===== config.mk =====
export PLATFORM = sky130hd
export DESIGN_NAME = psw_host_flat
export DESIGN_NICKNAME = d
export VERILOG_FILES = /design/src/verilog/psw_pkg.sv /design/src/verilog/psw_link_if.sv /design/src/verilog/psw_host.sv /design/src/flat_wrapper.sv
export SDC_FILE = /design/constraint.sdc
export NUM_CORES = 1
export LEC_CHECK = 0
export ABC_AREA = 0
export BUFFER_PORTS_ARGS = -buffer_cell sky130_fd_sc_hd__buf_4
export CAP_MARGIN = 10
export CORE_MARGIN = 2
export CORE_UTILIZATION = 50
export CTS_BUF_LIST = sky130_fd_sc_hd__clkbuf_8
export DETAILED_ROUTE_END_ITERATION = 8
export PLACE_DENSITY = 0.79
export SLEW_MARGIN = 10
export SYNTH_ARGS = -nofsm -noshare
export SYNTH_HDL_FRONTEND = slang
export SYNTH_SLANG_ARGS = --single-unit

===== constraint.sdc =====
create_clock -name clock -period 4.84 [get_ports clock]
set_clock_uncertainty 0.2 [all_clocks]
set_input_delay 0.242 -clock clock [delete_from_list [all_inputs] [get_ports clock]]
set_output_delay 0.242 -clock clock [all_outputs]
set_load 0.03 [all_outputs]

===== src/verilog/psw_pkg.sv =====
// package: constants, types and register map of the processor supervision watchdog
package psw_pkg;
    // ==========================================================
    // clock and timing
    // ==========================================================
    localparam int          CLK_HZ          = 20_000_000;
    localparam int          RESTORE_US      = 250;       // restoration time after overrun
    localparam int          RESTORE_CYC     = (RESTORE_US * (CLK_HZ / 1_000_000));
    localparam int          AUTO_SVC_MS     = 30;        // firmware auto service interval
    localparam int          AUTO_SVC_CYC    = AUTO_SVC_MS * (CLK_HZ / 1000);
    localparam int          PERIOD_W        = 32;        // period counted in clock cycles
    // ==========================================================
    // service sequence
    // ==========================================================
    localparam logic [31:0] SVC_WORD0       = 32'h0000_a55a;
    localparam logic [31:0] SVC_WORD1       = 32'h0000_5aa5;
    // ==========================================================
    // device-side link commands
    // ==========================================================
    typedef enum logic [2:0] {
        PSW_CMD_SERVICE = 3'h0,
        PSW_CMD_SETCFG  = 3'h1,
        PSW_CMD_SETPER  = 3'h2,
        PSW_CMD_LOCK    = 3'h3,
        PSW_CMD_ACK     = 3'h4,
        PSW_CMD_IRQEN   = 3'h5
    } psw_cmd_e;
    // event configuration
    typedef enum logic [1:0] {
        PSW_EV_OFF   = 2'h0,
        PSW_EV_IRQ   = 2'h1,
        PSW_EV_RESET = 2'h2
    } psw_ev_e;
    // ==========================================================
    // controller registers on APB (byte offsets)
    // ==========================================================
    localparam logic [7:0]  REG_CTRL        = 8'h00; // [0] auto service enable
    localparam logic [7:0]  REG_CMD         = 8'h04; // [2:0] cmd, write issues
    localparam logic [7:0]  REG_DATA        = 8'h08; // command data
    localparam logic [7:0]  REG_STAT        = 8'h0c; // device state readback
    localparam logic [7:0]  REG_IRQ_STAT    = 8'h10; // sticky events, write one clears
    localparam logic [7:0]  REG_IRQ_MASK    = 8'h14;
    localparam int          IRQ_CMDDONE     = 0;
    localparam int          IRQ_WDIRQ       = 1;
    localparam int          IRQ_W           = 2;
    localparam logic        CTRL_RST        = 1'b0;
endpackage : psw_pkg


===== src/verilog/psw_link_if.sv =====
// interface: link between watchdog device and supervising controller
`timescale 1ns/1ns
interface psw_link_if;
    import psw_pkg::*;
    logic        cmdValid;
    psw_cmd_e    cmdCode;
    logic [31:0] cmdData;
    logic        cmdAccepted;
    logic        wdIrq;          // latched watchdog_irq_source_line
    logic        wdReset;        // reset event toward the processor
    logic        safetyMode;
    logic        overrun;
    modport dev  (input cmdValid, cmdCode, cmdData,
                  output cmdAccepted, wdIrq, wdReset, safetyMode, overrun);
    modport host (output cmdValid, cmdCode, cmdData,
                  input cmdAccepted, wdIrq, wdReset, safetyMode, overrun);
endinterface : psw_link_if


===== src/verilog/psw_host.sv =====
// module: APB controller that drives the watchdog link for the processor
`timescale 1ns/1ns
module psw_host
    import psw_pkg::*;
(
    input  wire logic   clock,
    input  wire logic   rst,
    input  wire logic   psel,
    input  wire logic   penable,
    input  wire logic   pwrite,
    input  wire logic [7:0]  paddr,
    input  wire logic [31:0] pwdata,
    output logic [31:0] prdata,
    output logic        pready,
    output logic        pslverr,
    output logic        irq,
    psw_link_if.host    link
);
    // ==========================================================
    // state
    // ==========================================================
    typedef struct packed {
        logic              autoEn;
        logic [2:0]        cmd;
        logic [31:0]       data;
        logic              pend;
        logic [1:0]        autoStep;   // 0 idle, 1 word0, 2 word1
        logic [31:0]       autoCnt;
        logic [IRQ_W-1:0]  ist;
        logic [IRQ_W-1:0]  imask;
        logic              irqSeen;
        logic [31:0]       rdata;
    } psw_host_s;

    psw_host_s s_q;
    psw_host_s s_d;
    logic      wr;
    logic      rd;
    logic      done;
    logic [IRQ_W-1:0] evt;

    // next state
    always_comb begin
        s_d     = s_q;
        wr      = psel && penable && pwrite;
        rd      = psel && !penable && !pwrite;
        done    = link.cmdAccepted && link.cmdValid;
        evt     = '0;
        if (done && s_q.pend) evt[IRQ_CMDDONE] = 1'b1;
        if (link.wdIrq && !s_q.irqSeen) evt[IRQ_WDIRQ] = 1'b1;
        s_d.irqSeen = link.wdIrq;
        if (done) begin
            if (s_q.pend) s_d.pend = 1'b0;
            else if (s_q.autoStep == 2'h1) s_d.autoStep = 2'h2;
            else s_d.autoStep = 2'h0;
        end
        // auto service every 30 ms
        if (s_q.autoEn && s_q.autoCnt >= 32'(AUTO_SVC_CYC - 1)) begin
            s_d.autoCnt = 32'h0;
            if (s_q.autoStep == 2'h0) s_d.autoStep = 2'h1;
        end else begin
            s_d.autoCnt = s_q.autoEn ? s_q.autoCnt + 32'h1 : 32'h0;
        end
        if (wr) begin
            case (paddr)
                REG_CTRL:     s_d.autoEn = pwdata[0];
                REG_DATA:     s_d.data   = pwdata;
                REG_CMD: begin
                    s_d.cmd  = pwdata[2:0];
                    s_d.pend = 1'b1;
                end
                REG_IRQ_STAT: s_d.ist   = s_q.ist & ~pwdata[IRQ_W-1:0];
                REG_IRQ_MASK: s_d.imask = pwdata[IRQ_W-1:0];
                default: begin
                end
            endcase
        end
        s_d.ist = s_d.ist | evt;                            // set wins over clear
        if (rd) begin
            case (paddr)
                REG_CTRL:     s_d.rdata = {31'h0, s_q.autoEn};
                REG_CMD:      s_d.rdata = {28'h0, s_q.pend, s_q.cmd};
                REG_DATA:     s_d.rdata = s_q.data;
                REG_STAT:     s_d.rdata = {28'h0, link.overrun, link.safetyMode,
                                           link.wdReset, link.wdIrq};
                REG_IRQ_STAT: s_d.rdata = {30'h0, s_q.ist};
                REG_IRQ_MASK: s_d.rdata = {30'h0, s_q.imask};
                default:      s_d.rdata = 32'h0;
            endcase
        end
    end

    always_ff @(posedge clock) begin
        if (rst) begin
            s_q <= '{autoEn: CTRL_RST, cmd: 3'h0, data: 32'h0, pend: 1'b0,
                     autoStep: 2'h0, autoCnt: 32'h0, ist: '0, imask: '0,
                     irqSeen: 1'b0, rdata: 32'h0};
        end else begin
            s_q <= s_d;
        end
    end

    // link drive: pending software command first, then auto service words
    assign link.cmdValid = s_q.pend || (s_q.autoStep != 2'h0);
    assign link.cmdCode  = s_q.pend ? psw_cmd_e'(s_q.cmd) : PSW_CMD_SERVICE;
    assign link.cmdData  = s_q.pend ? s_q.data :
                           (s_q.autoStep == 2'h1 ? SVC_WORD0 : SVC_WORD1);
    assign prdata  = s_q.rdata;
    assign pready  = 1'b1;
    assign pslverr = 1'b0;
    assign irq     = |(s_q.ist & s_q.imask);
endmodule : psw_host


===== src/flat_wrapper.sv =====
// flat-port wrapper written by rule: the top's interface ports become plain ports
module psw_host_flat import psw_pkg::*;
  (clock, rst, psel, penable, pwrite, paddr, pwdata, prdata, pready, pslverr, irq, link_cmdValid, link_cmdCode, link_cmdData, link_cmdAccepted, link_wdIrq, link_wdReset, link_safetyMode, link_overrun);
  psw_link_if link_i ();
  input  wire logic clock;
  input  wire logic rst;
  input  wire logic psel;
  input  wire logic penable;
  input  wire logic pwrite;
  input  wire logic [7:0] paddr;
  input  wire logic [31:0] pwdata;
  output logic [31:0] prdata;
  output logic pready;
  output logic pslverr;
  output logic irq;
  output wire logic [$bits(link_i.cmdValid)-1:0] link_cmdValid;
  output wire logic [$bits(link_i.cmdCode)-1:0] link_cmdCode;
  output wire logic [$bits(link_i.cmdData)-1:0] link_cmdData;
  input wire logic [$bits(link_i.cmdAccepted)-1:0] link_cmdAccepted;
  input wire logic [$bits(link_i.wdIrq)-1:0] link_wdIrq;
  input wire logic [$bits(link_i.wdReset)-1:0] link_wdReset;
  input wire logic [$bits(link_i.safetyMode)-1:0] link_safetyMode;
  input wire logic [$bits(link_i.overrun)-1:0] link_overrun;
  assign link_cmdValid = link_i.cmdValid;
  assign link_cmdCode = link_i.cmdCode;
  assign link_cmdData = link_i.cmdData;
  assign link_i.cmdAccepted = link_cmdAccepted;
  assign link_i.wdIrq = link_wdIrq;
  assign link_i.wdReset = link_wdReset;
  assign link_i.safetyMode = link_safetyMode;
  assign link_i.overrun = link_overrun;
  psw_host u_core (.clock(clock), .rst(rst), .psel(psel), .penable(penable), .pwrite(pwrite), .paddr(paddr), .pwdata(pwdata), .prdata(prdata), .pready(pready), .pslverr(pslverr), .irq(irq), .link(link_i));
endmodule

==> impl_metrics.py <==
metrics = {
    "status": {
        "status": "finished clean",
    },
    "setup_path": {
        "crit_path_start_kind": "input port",
        "r2r_cells": 6,
        "r2r-start": "u_core.s_q[37]",
        "cp.arrival_ps": 2750,
        "end_kind": "flip-flop",
        "cp.required_ps": 4940,
        "worst-path-max-fanout": 37,
        "critPathKind": "input port to flip-flop",
        "crit_start": "psel",
        "r2r_setup_slack_ps": 2270,
    },
    "yosys": {
        "synth-seq-cells": 108,
        "syn_inst": 534,
        "synth_ff_type": "dfxtp_1",
        "synthDistinctLibCells": 51,
        "synth_seq_area_share": 0.467,
        "async_reset_ff_frac": 0,
        "ys_warn_count": 0,
        "netlist_area_um2": 4630,
        "synth.avg_cell_area_um2": 8.67,
        "synth_edf_count": 0,
    },
    "floorplanning": {
        "coreArea_um2": 9110,
        "design.die.area_um2": 10000,
        "die_w_um": 100,
        "start_util": 0.508,
        "std_cell_rows": 35,
        "io_pins": 121,
        "die_h_um": 100,
    },
    "power": {
        "p_total_uw": 1500,
        "cellInternalPower_uw": 1150,
        "p_sw_uw": 349,
        "p_comb_frac": 0.064,
        "switching_share": 0.232,
        "power.leakage_uw": 0.00238,
        "power.density_nw_per_um2": 256,
        "p_clk_frac": 0.339,
        "seq_power_share": 0.597,
        "ir_drop_uv": 198,
    },
    "clock_tree": {
        "cts.reportedPaths.clkPinSlew_ps": 110,
        "cts_root_buf": "clkbuf_8",
        "clock_path_buffers": 2,
        "cts.sinks": 108,
        "cts_setup_buffers": 0,
        "htree_levels": 3,
        "cts_made_buffers": 9,
        "insertion_delay_ps": 360,
        "cts_tree": "yes",
    },
    "global_route": {
        "grt_pass1_wl_mm": 18.1,
        "grt_max_degree": 78,
        "grt.total_usage": 0.226,
        "grt_overflow": 0,
        "grt_antenna_before_repair": 0,
        "grt_pass1_vias": 3862,
    },
    "sta": {
        "drv_slew": 0,
        "fin_crit_sh": 0.549,
        "setup_violations": 0,
        "min_period_ps": 2660,
        "tightest_slew_ps": 1220,
        "slew_headroom": 0.185,
        "finalSetupTns_ps": 0,
        "fin_ws_ps": 2180,
        "hold_viol_final": 0,
        "rsz0062_at_grt": "no",
        "clock.fmax_ghz": 0.377,
    },
    "detailed_routing": {
        "wl_met2_mm": 5.66,
        "ant_nets": 0,
        "vias": 4084,
        "wl_met1_mm": 4.83,
        "routed.top_layer": "met4",
        "drt_iter0_drc": 277,
        "dr_wl_met3_um": 632,
        "avgViaCountPerCell": 5.32,
        "drc_errors": 0,
        "wl_per_cell_um": 15.0,
        "route.final.wire_length_mm": 11.5,
        "first_pass_iters": 5,
    },
    "min_path": {
        "hp-start": "paddr[3]",
        "hp-class": "input port to flip-flop",
        "min_path_cells": 4,
    },
    "flow_run": {
        "drv_cap": 0,
    },
    "final_layout": {
        "nets": 702,
        "utilization": 0.645,
        "area_growth_pct": 26.8,
        "fin_area_um2": 5870,
        "n_antenna_cell": 0,
        "drive_gt1_frac": 0.232,
    },
    "placed_design": {
        "preCtsSetupSlack_ps": 2200,
        "io_buffers": 118,
        "placed_cell_area_um2": 5310,
        "hpwl_mm": 7.53,
        "gp_routability_congestion": 0.856,
    },
}
final timing paths:
| kind | to |
|---|---|
| min reg2reg | u_core.s_q[37] |
| max | u_core.prdata[8] |
| min | u_core.prdata[0] |
| max reg2reg | u_core.s_q[48] |
logic make-up (layout without fill, tap and decap cells):
kind of cell	count (synthesis)	count (layout)	synth area share
simple gates	214	214	0.230
flops	108	108	0.467
compound gates	101	101	0.138
buf+inv	79	189	0.102
xor+xnor	18	18	0.0341
mux	11	11	0.0246
other cells	2	14	0.00162
fa+ha+maj	1	1	0.00270
sequential cells by signal, indices dropped and copies added (netlist names):
register and count:
u_core.s_q 76, u_core.prdata 32
per-stage QoR:
stage | instances | hold slack (ps)
final | 767 | 124
after global routing | 767 | 110
after global placement | 713 | 228
after detailed placement | 713 | 240
after floorplan | 546 | 170
after CTS | 767 | 62.4
routing by layer:
metal / track usage / up-vias
met3: 0.0355 / 30
met4: 0.106 / 0
met2: 0.383 / 153
met1: 0.281 / 1919
li1: - / 1982
met5: 0 / -
power groups by stage:
stage	clock [uW]	combinational (uW)	sequential, uW
finish	509	96.4	897
global route	569	103	898
CTS	527	94.3	897
detailed placement	0	70.5	918
global placement	0	69.7	917
floorplan	0	30.4	917
Yosys cell counts, types with 3 or more instances:
| library cell | n | area [um^2] |
|---|---|---|
| nand2_1 | 78 | 293 |
| mux2i_1 | 8 | 80.1 |
| nor2_1 | 64 | 240 |
| mux2_2 | 3 | 33.8 |
| dfxtp_1 | 108 | 2160 |
| a21oi_1 | 49 | 245 |
| inv_1 | 14 | 52.6 |
| a22oi_1 | 31 | 233 |
| nor4_1 | 6 | 37.5 |
| buf_6 | 5 | 56.3 |
| buf_4 | 34 | 255 |
| clkbuf_1 | 17 | 63.8 |
| xnor2_1 | 8 | 70.1 |
| nand3b_1 | 4 | 30.0 |
| o41ai_1 | 3 | 26.3 |
| a211oi_1 | 4 | 30.0 |
| xor2_1 | 10 | 87.6 |
| nand2b_1 | 3 | 18.8 |
| nor3_1 | 4 | 20.0 |
| a21o_1 | 8 | 60.1 |
| nand3_1 | 8 | 40.0 |
| buf_2 | 7 | 35.0 |
| and2_1 | 19 | 119 |
| nand4_1 | 5 | 31.3 |
cells in the final DEF, fill, tap and decap left out, drive strengths merged, types with 8 or more instances in the layout:
master       count
nand2           79
inv             17
nor2            65
conb            14
nor4             8
xor2            10
dfxtp          108
clkbuf          10
xnor2            8
and2            19
dlygate4sd3     38
nand3            9
a22oi           31
mux2i            8
a21o             8
buf            121
a21oi           49
critical path, stage by stage:
cell           delay [ps]
dlygate4sd3_1         530
buf_4                 140
nand2_2               420
nor3_4               1070
a22oi_1               180
nor2_1                150
what timing repair did:
action | 4_1_cts | 5_1_grt
hold buffers | 38 | 0
resized for setup | 0 | 0
endpoints found under the hold margin | 44 | 0
cell type report:
type,instances,area (um^2)
inverters,14,52.6
multi-input cells,359,2050
clock inverters,6,45.0
flip-flops and latches,108,2160
repair buffers,159,1290
clock buffers,10,138
fillers,757,3240
well taps,111,139
No activity file was read; power rests on OpenSTA's default activity.
